[src/acg_pkg.sv]
package acg_pkg;

  // ************************************************************
  // register byte offsets
  // ************************************************************
  localparam logic [7:0] OFF_MODE  = 8'h00;
  localparam logic [7:0] OFF_CHSEL = 8'h04;
  localparam logic [7:0] OFF_CMP   = 8'h08;
  localparam logic [7:0] OFF_THR   = 8'h0c;
  localparam logic [7:0] OFF_STS   = 8'h10;
  localparam logic [7:0] OFF_MSK   = 8'h14;
  localparam logic [7:0] OFF_STATE = 8'h18;
  localparam logic [7:0] OFF_RES   = 8'h40;
  localparam logic [7:0] OFF_HIGH  = 8'h80;
  localparam logic [7:0] OFF_END   = 8'hc0;

  // ************************************************************
  // field positions
  // ************************************************************
  localparam int unsigned MODE_CE   = 0;
  localparam int unsigned MODE_SCAN = 1;
  localparam int unsigned MODE_RUN  = 2;
  localparam int unsigned CMP_EN    = 0;
  localparam int unsigned CMP_COND  = 1;
  localparam int unsigned STS_DONE  = 0;
  localparam int unsigned ST_BUSY   = 0;
  localparam int unsigned ST_CH     = 8;
  localparam int unsigned IRQ_W     = 1;
  localparam int unsigned RES_W     = 10;

  // ************************************************************
  // values after reset
  // ************************************************************
  localparam logic [7:0]       RST_THR = 8'h00;
  localparam logic [IRQ_W-1:0] RST_MSK = 1'h0;

  // ************************************************************
  // state encodings
  // ************************************************************
  typedef enum logic [1:0] {
    ACG_IDLE  = 2'b00,
    ACG_START = 2'b01,
    ACG_WAIT  = 2'b10
  } acg_conv_type;

  typedef enum logic [1:0] {
    ACG_BUS_IDLE = 2'b00,
    ACG_BUS_WR   = 2'b01,
    ACG_BUS_RD   = 2'b10,
    ACG_BUS_RDY  = 2'b11
  } acg_bus_type;

endpackage

[src/acg_ahb_slave.sv]
`timescale 1ns/100ps
module acg_ahb_slave (
  input  wire logic        core_clk,
  input  wire logic        rstn,
  input  wire logic        hsel,
  input  wire logic [31:0] haddr,
  input  wire logic [1:0]  htrans,
  input  wire logic        hwrite,
  input  wire logic [2:0]  hsize,
  input  wire logic [31:0] hwdata,
  input  wire logic        hready,
  output logic             hreadyout,
  output logic             hresp,
  output logic [31:0]      hrdata,
  output logic             wr_en,
  output logic [7:0]       wr_addr,
  output logic [31:0]      wr_data,
  output logic [7:0]       rd_addr,
  input  wire logic [31:0] rd_data
);
  typedef struct packed {
    acg_pkg::acg_bus_type st;
    logic [7:0]           addr;
    logic [31:0]          rdata;
  } acg_bus_state_type;

  acg_bus_state_type r;
  acg_bus_state_type n;
  logic              take;

  // ************************************************************
  // address and data phase tracking
  // ************************************************************
  // whole-word access only, so hsize is not decoded
  always_comb begin
    n = r;
    take = hsel && htrans[1] && hready;
    case (r.st)
      acg_pkg::ACG_BUS_RD: begin
        n.rdata = rd_data;
        n.st = acg_pkg::ACG_BUS_RDY;
      end
      default: begin
        if (take) begin
          n.addr = haddr[7:0];
          n.st = hwrite ? acg_pkg::ACG_BUS_WR : acg_pkg::ACG_BUS_RD;
        end else begin
          n.st = acg_pkg::ACG_BUS_IDLE;
        end
      end
    endcase
  end

  always_ff @(posedge core_clk or negedge rstn) begin
    if (!rstn) begin
      r <= '0;
    end else begin
      r <= n;
    end
  end

  // one wait state on reads so hrdata comes from a flop
  assign hreadyout = r.st != acg_pkg::ACG_BUS_RD;
  assign hresp     = 1'b0;
  assign hrdata    = r.rdata;
  assign wr_en     = r.st == acg_pkg::ACG_BUS_WR;
  assign wr_addr   = r.addr;
  assign wr_data   = hwdata;
  assign rd_addr   = r.addr;
endmodule

[src/acg_compare.sv]
`timescale 1ns/100ps
module acg_compare (
  input  wire logic       en,
  input  wire logic       cond,
  input  wire logic [7:0] thr,
  input  wire logic [7:0] hi,
  output logic            pass
);
  // cond low: at least the threshold; cond high: below it
  always_comb begin
    if (!en) begin
      pass = 1'b1;
    end else if (cond) begin
      pass = hi < thr;
    end else begin
      pass = hi >= thr;
    end
  end
endmodule

[src/acg_result_compare_gate.sv]
// The placing of the registers and the AHB-Lite slave port are this design's own decisions.
`timescale 1ns/100ps
// Overview of operation
// - Writing the mode or channel select register abandons any result in flight.
// - In select mode the threshold is compared with the selected channel's upper byte.
// - In select mode a passing compare stores the result and raises conversion done.
// - In select mode a failing compare raises no conversion done.
// - In scan mode the threshold is compared with the channel zero upper byte.
// - In scan mode with compare on, a passing channel zero compare stores it and raises conversion done.
// - In scan mode a failing channel zero compare raises no conversion done.
// - In scan mode every other channel is stored and the scan always runs on.
// - In scan mode with compare on, the end of a scan raises no conversion done.
module acg_result_compare_gate #(
  parameter int unsigned NCH = 16
) (
  input  wire logic        core_clk,
  input  wire logic        rstn,
  input  wire logic        hsel,
  input  wire logic [31:0] haddr,
  input  wire logic [1:0]  htrans,
  input  wire logic        hwrite,
  input  wire logic [2:0]  hsize,
  input  wire logic [31:0] hwdata,
  input  wire logic        hready,
  output logic             hreadyout,
  output logic             hresp,
  output logic [31:0]      hrdata,
  output logic             conv_start,
  output logic [3:0]       conv_channel,
  input  wire logic        conv_done,
  input  wire logic [9:0]  conv_data,
  output logic             conversion_done_irq
);
  localparam int unsigned CHW = $clog2(NCH);
  localparam int unsigned RW  = acg_pkg::RES_W;
  localparam int unsigned IW  = acg_pkg::IRQ_W;

  typedef struct packed {
    acg_pkg::acg_conv_type st;
    logic                  ce;
    logic                  scan;
    logic                  run;
    logic                  cmp_en;
    logic                  cond;
    logic [CHW-1:0]        sel;
    logic [7:0]            thr;
    logic [CHW-1:0]        ch;
    logic [IW-1:0]         sts;
    logic [IW-1:0]         msk;
    logic [NCH-1:0][RW-1:0] res;
  } acg_state_type;

  acg_state_type  r;
  acg_state_type  n;
  logic           wr_en;
  logic [7:0]     wr_addr;
  logic [31:0]    wr_data;
  logic [7:0]     rd_addr;
  logic [31:0]    rd_data;
  logic [7:0]     hi;
  logic           pass;
  logic           abort;
  logic           take;
  logic [IW-1:0]  ev;
  logic [CHW-1:0] idx;

  // ************************************************************
  // bus slave and comparator
  // ************************************************************
  acg_ahb_slave u_bus (
    .core_clk  (core_clk),
    .rstn      (rstn),
    .hsel      (hsel),
    .haddr     (haddr),
    .htrans    (htrans),
    .hwrite    (hwrite),
    .hsize     (hsize),
    .hwdata    (hwdata),
    .hready    (hready),
    .hreadyout (hreadyout),
    .hresp     (hresp),
    .hrdata    (hrdata),
    .wr_en     (wr_en),
    .wr_addr   (wr_addr),
    .wr_data   (wr_data),
    .rd_addr   (rd_addr),
    .rd_data   (rd_data)
  );

  // compare runs on the fresh upper byte, the value about to land
  assign hi = conv_data[9:2];

  acg_compare u_cmp (
    .en   (r.cmp_en),
    .cond (r.cond),
    .thr  (r.thr),
    .hi   (hi),
    .pass (pass)
  );

  // ************************************************************
  // sequencing, storage and register writes
  // ************************************************************
  always_comb begin
    n = r;
    ev = '0;
    abort = wr_en && (wr_addr == acg_pkg::OFF_MODE ||
                      wr_addr == acg_pkg::OFF_CHSEL);
    take = r.st == acg_pkg::ACG_WAIT && conv_done && !abort;
    case (r.st)
      acg_pkg::ACG_IDLE: begin
        if (r.run) begin
          n.st = acg_pkg::ACG_START;
        end
      end
      acg_pkg::ACG_START: begin
        n.st = acg_pkg::ACG_WAIT;
      end
      acg_pkg::ACG_WAIT: begin
        if (take) begin
          n.st = acg_pkg::ACG_START;
        end
      end
      default: begin
        n.st = acg_pkg::ACG_IDLE;
      end
    endcase
    if (take && !r.scan) begin
      if (pass) begin
        n.res[r.sel] = conv_data;
        ev[acg_pkg::STS_DONE] = 1'b1;
      end
    end
    if (take && r.scan) begin
      if (r.ch != '0 || pass) begin
        n.res[r.ch] = conv_data;
      end
      if (r.ch == '0 && r.cmp_en && pass) begin
        ev[acg_pkg::STS_DONE] = 1'b1;
      end
      if (r.ch == r.sel) begin
        n.ch = '0;
        if (!r.cmp_en) begin
          ev[acg_pkg::STS_DONE] = 1'b1;
        end
      end else begin
        n.ch = r.ch + CHW'(1);
      end
    end
    if (wr_en) begin
      if (wr_addr == acg_pkg::OFF_MODE) begin
        n.ce = wr_data[acg_pkg::MODE_CE];
        n.scan = wr_data[acg_pkg::MODE_SCAN];
        n.run = wr_data[acg_pkg::MODE_CE] && wr_data[acg_pkg::MODE_RUN];
      end else if (wr_addr == acg_pkg::OFF_CHSEL) begin
        n.sel = wr_data[CHW-1:0];
      end else if (wr_addr == acg_pkg::OFF_CMP) begin
        n.cmp_en = wr_data[acg_pkg::CMP_EN];
        n.cond = wr_data[acg_pkg::CMP_COND];
      end else if (wr_addr == acg_pkg::OFF_THR) begin
        n.thr = wr_data[7:0];
      end else if (wr_addr == acg_pkg::OFF_STS) begin
        n.sts = r.sts & ~wr_data[IW-1:0];
      end else if (wr_addr == acg_pkg::OFF_MSK) begin
        n.msk = wr_data[IW-1:0];
      end
    end
    // restart cleanly so a half-done result never lands
    if (abort) begin
      n.st = n.run ? acg_pkg::ACG_START : acg_pkg::ACG_IDLE;
      n.ch = n.scan ? '0 : n.sel;
    end
    // a new event beats a clear in the same cycle
    n.sts = n.sts | ev;
  end

  always_ff @(posedge core_clk or negedge rstn) begin
    if (!rstn) begin
      r <= '0;
      r.thr <= acg_pkg::RST_THR;
      r.msk <= acg_pkg::RST_MSK;
    end else begin
      r <= n;
    end
  end

  assign conv_start          = r.st == acg_pkg::ACG_START;
  assign conv_channel        = 4'(r.ch);
  assign conversion_done_irq = |(r.sts & r.msk);

  // ************************************************************
  // read multiplexer
  // ************************************************************
  assign idx = rd_addr[CHW+1:2];

  always_comb begin
    rd_data = '0;
    if (rd_addr == acg_pkg::OFF_MODE) begin
      rd_data[acg_pkg::MODE_CE] = r.ce;
      rd_data[acg_pkg::MODE_SCAN] = r.scan;
      rd_data[acg_pkg::MODE_RUN] = r.run;
    end else if (rd_addr == acg_pkg::OFF_CHSEL) begin
      rd_data[CHW-1:0] = r.sel;
    end else if (rd_addr == acg_pkg::OFF_CMP) begin
      rd_data[acg_pkg::CMP_EN] = r.cmp_en;
      rd_data[acg_pkg::CMP_COND] = r.cond;
    end else if (rd_addr == acg_pkg::OFF_THR) begin
      rd_data[7:0] = r.thr;
    end else if (rd_addr == acg_pkg::OFF_STS) begin
      rd_data[IW-1:0] = r.sts;
    end else if (rd_addr == acg_pkg::OFF_MSK) begin
      rd_data[IW-1:0] = r.msk;
    end else if (rd_addr == acg_pkg::OFF_STATE) begin
      rd_data[acg_pkg::ST_BUSY] = r.st != acg_pkg::ACG_IDLE;
      rd_data[acg_pkg::ST_CH +: CHW] = r.ch;
    end else if (rd_addr >= acg_pkg::OFF_RES &&
                 rd_addr < acg_pkg::OFF_HIGH) begin
      if (32'(idx) < NCH) begin
        rd_data[RW-1:0] = r.res[idx];
      end
    end else if (rd_addr >= acg_pkg::OFF_HIGH &&
                 rd_addr < acg_pkg::OFF_END) begin
      if (32'(idx) < NCH) begin
        rd_data[7:0] = r.res[idx][RW-1:RW-8];
      end
    end
  end
endmodule

[config.mk]
export PLATFORM = sky130hd
export DESIGN_NAME = acg_result_compare_gate
export DESIGN_NICKNAME = d
export VERILOG_FILES = /design/src/acg_pkg.sv /design/src/acg_ahb_slave.sv /design/src/acg_compare.sv /design/src/acg_result_compare_gate.sv
export SDC_FILE = /design/constraint.sdc
export NUM_CORES = 1
export LEC_CHECK = 0
export BUFFER_PORTS_ARGS = -buffer_cell sky130_fd_sc_hd__buf_2
export CAP_MARGIN = 20
export CORE_ASPECT_RATIO = 0.7
export CORE_MARGIN = 4
export CORE_UTILIZATION = 55
export CTS_CLUSTER_DIAMETER = 150
export DETAILED_ROUTE_END_ITERATION = 7
export PLACE_DENSITY = 0.76
export SETUP_SLACK_MARGIN = 0.02
export SKIP_LAST_GASP = 1
export SLEW_MARGIN = 0
export SYNTH_ARGS = -nofsm -noshare
export SYNTH_HDL_FRONTEND = slang
export SYNTH_SLANG_ARGS = --single-unit
[constraint.sdc]
create_clock -name core_clk -period 8.9 [get_ports core_clk]
set_input_delay 2.225 -clock core_clk [delete_from_list [all_inputs] [get_ports core_clk]]
set_output_delay 2.225 -clock core_clk [all_outputs]
set_load 0.01 [all_outputs]
==> results.md <==
- Status: completed
- Initial core utilization: 56.5%
- Hold path cells: 2
- Async set or reset register ratio after synthesis: 100%
- Crit path DAT: 5840 ps
- Crit end category: flop
- Final #Nets: 976
- TritonRoute pass-1 iters: 5
- DRT iter0 DRCs: 808
- Pin slew with the least headroom to its limit: 961 ps
- Register area: 5180 sq um
- Placed Cells incl. Taps: 1120
- Synth Area in Adders: 1.40%
- Hold Path Class: reg -> reg
- Post-synth EDFFs: 0
- F_max: 183 MHz
- CTS tree: yes
- CP Class: in -> reg
- Yosys top cell area share: 48.2%
- Buf/Inv on CP: 1
- Post-synthesis simple-gate area fraction: 7.49%
- Core area: 19000 sq um
- Remaining Overflow, GRT: 0
- H-tree depth: 1
- Initial antenna violation count: 1
- Cell count after synthesis: 861
- Yosys cell types: 64
- CP Cell Sequence: buf_2, ha_1, nor2b_1, o211ai_1, a211oi_1, or4b_1, o31ai_4, mux2_2
- All-Layer GR Usage: 23.4%
- CTS Sinks: 207
- Crit path max-delay family: compound AO/OA/AOI/OAI gates
- CP max-delay cell: or4b_1
- Yosys reg bits: 207
- DIE HEIGHT: 125 um
- Post-CTS Resized: 0
- Routed Antenna Nets: 0
- DP Wirelength: 17400 um
- Largest net degree at the start of global routing: 87
- TritonCTS Buffers: 20
- Synth warn: 0
- First-pass GRT wire length: 40700 um
- Fin Setup TNS: 0 ps
- Cts-stage hold buffer count: 0
- Final Cell Area: 11700 sq um
- Vias per Instance: 6.30
- Multi-input combinational cell area: 5040 sq um
- Drt total wl: 25900 um
- Vias: 7282
- I/O Buffers: 51
- Leakage: 5.38 nW
- Fill cells: 1472
- Layout cell share with drive strength beyond 1: 35.9%
- Worst-path fanout max: 18
- Max capacitance violation total: 0
- PwrDens: 306 nW/um^2
- Final hold vios: 0
- Synth top cells by count: 207 x dfrtp_1, 172 x mux2_2, 64 x nand2_1, 37 x buf_4, 37 x mux4_2
- Number of global-route vias before repair: 7120
- Area leader, netlist: dfrtp_1
- Final Setup Violations: 0
- Num rows: 42
- Crit path required time: 9280 ps
- Postcts setup bufs: 0
- Tmin final: 5450 ps
- Post-synthesis compound-gate area fraction: 9.52%
- R2R cell count: 6
- Antenna fix cells: 0
- Clock skew: 9.12 ps
- Die area: 21900 sq um
- CTS Buffer Depth: 3
- Pins Over Slew Limit: 0
- CP max stage delay: 950 ps
- Most common cell in the netlist: dfrtp_1
- Placed cell area: 11000 sq um
- Worst VDD drop: 195 uV
- Mean Syn Cell Area: 12.5 sq um
- Primary FF master, synth: dfrtp_1
- Sequential fraction of the synthesis area: 48.2%
- Hold path start: u_bus.hrdata[10]
- Die width: 175 um
- Hold Crit Endpoint: u_bus.hrdata[10]
- Post-synthesis cell area: 10700 sq um
- Worst R2R End: r[2]
- Crit path launch: conv_data[3]
- DR WL/cell: 22.5 um
- Synth top area cells: dfrtp_1 48%, mux2_2 18%, mux4_2 7.8%, buf_4 2.6%, nand2_1 2.2%
- Clock Latency Late Sink: 500 ps
- Largest family of logic cells by synthesized area: multiplexers
- R2R Setup Slk: 5030 ps
- Root buffer cell: clkbuf_16
- Placer Congestion: 0.913
- Mux share of post-synthesis cell area: 27.5%
- Critical path launch point type: primary input
- Clock-pin slew on the worst setup and hold paths: 60 ps
- Post-Synth XOR/XNOR Area: 0.326%
- Final period util: 61.3%
- Final instance count without filler cells: 1155
- Post-route DRC: 0
- Ports: 125
- Max transition margin: 35.9%
- Synth-to-layout area growth: 9.23%
- RSZ-0062 raised after global routing: false
- Launch point of the worst reg-to-reg path: u_bus.rd_addr[3]
==> stage by stage <==
stage | hold WS (ps) | util (%) | power [mW] | worst slack [ps]
2_1_floorplan | 440 | - | 2.40 | 4040
6_report | 471 | 61.7 | 3.59 | 3450
5_1_grt | 512 | 61.7 | 3.79 | 3350
3_5_place_dp | 463 | 58.0 | 2.69 | 2780
3_3_place_gp | 450 | 58.0 | 2.64 | 2810
4_1_cts | 478 | 61.6 | 3.60 | 3300
==> report_power, final <==
part / total, mW / switching (mW) / internal [mW]
clock: 0.901 / 0.364 / 0.537
combinational: 1.14 / 0.555 / 0.588
sequential: 1.55 / 0.253 / 1.30
==> worst reg2reg max path, stage by stage (launching register included) <==
cell and delay [ps]:
dfrtp_1 360, buf_4 310, or3_1 590, o31ai_2 530
or4b_1 790, o41a_1 760, mux2_2 420
==> layout make-up <==
class / instances / share of cell area [%]
Timing Repair Buffer: 63 / 3.05
Multi-Input combinational cell: 554 / 43.0
Sequential cell: 207 / 44.2
Clock inverter: 5 / 0.735
Tap cell: 264 / 2.81
Inverter: 33 / 1.06
Clock buffer: 29 / 5.23
==> state kept, by name (all words and copies together) (netlist names) <==
name	flops
conv_channel	4
r	181
u_bus.hrdata	12
u_bus.r	2
u_bus.rd_addr	8
==> cell families (layout without fill, tap and decap cells) <==
group | count (synthesis) | count (layout)
muxes | 227 | 227
DFF | 207 | 207
and+or+nand+nor | 167 | 167
AOI/OAI and AO/OA | 123 | 123
buffers and inverters | 120 | 130
adders and majority gates | 12 | 12
xor gates and xnor gates | 4 | 4
other | 1 | 21
==> worst max path at each step <==
stage / end / slack (ps) / cells after the start
2_1_floorplan: r[50] / 4040 / 8
3_3_place_gp: r[59] / 2810 / 9
3_5_place_dp: r[53] / 2780 / 8
4_1_cts: r[53] / 3300 / 8
5_1_grt: r[113] / 3350 / 8
6_report: r[113] / 3450 / 8
==> cells in the final DEF, fill, tap and decap left out, drive strengths merged, types with 12 or more instances in the layout <==
cell,synthesis,layout
dfrtp,207,207
mux2,172,172
nand2,64,64
buf,53,62
mux4,37,37
inv,32,32
clkbuf,34,30
nand3,27,27
o21ai,26,26
nor2,23,23
conb,1,21
mux2i,18,18
a21oi,14,14
o221ai,12,12
ha,12,12
==> routing by layer <==
layer	track usage, %	vias to the layer above	routed length (um)
met5	0	-	13
met4	4.89	2	463
met3	5.76	42	2060
met2	33.7	297	11400
met1	36.6	3787	12000
li1	-	3154	-
Note: power is estimated with default switching activity, not from simulation.
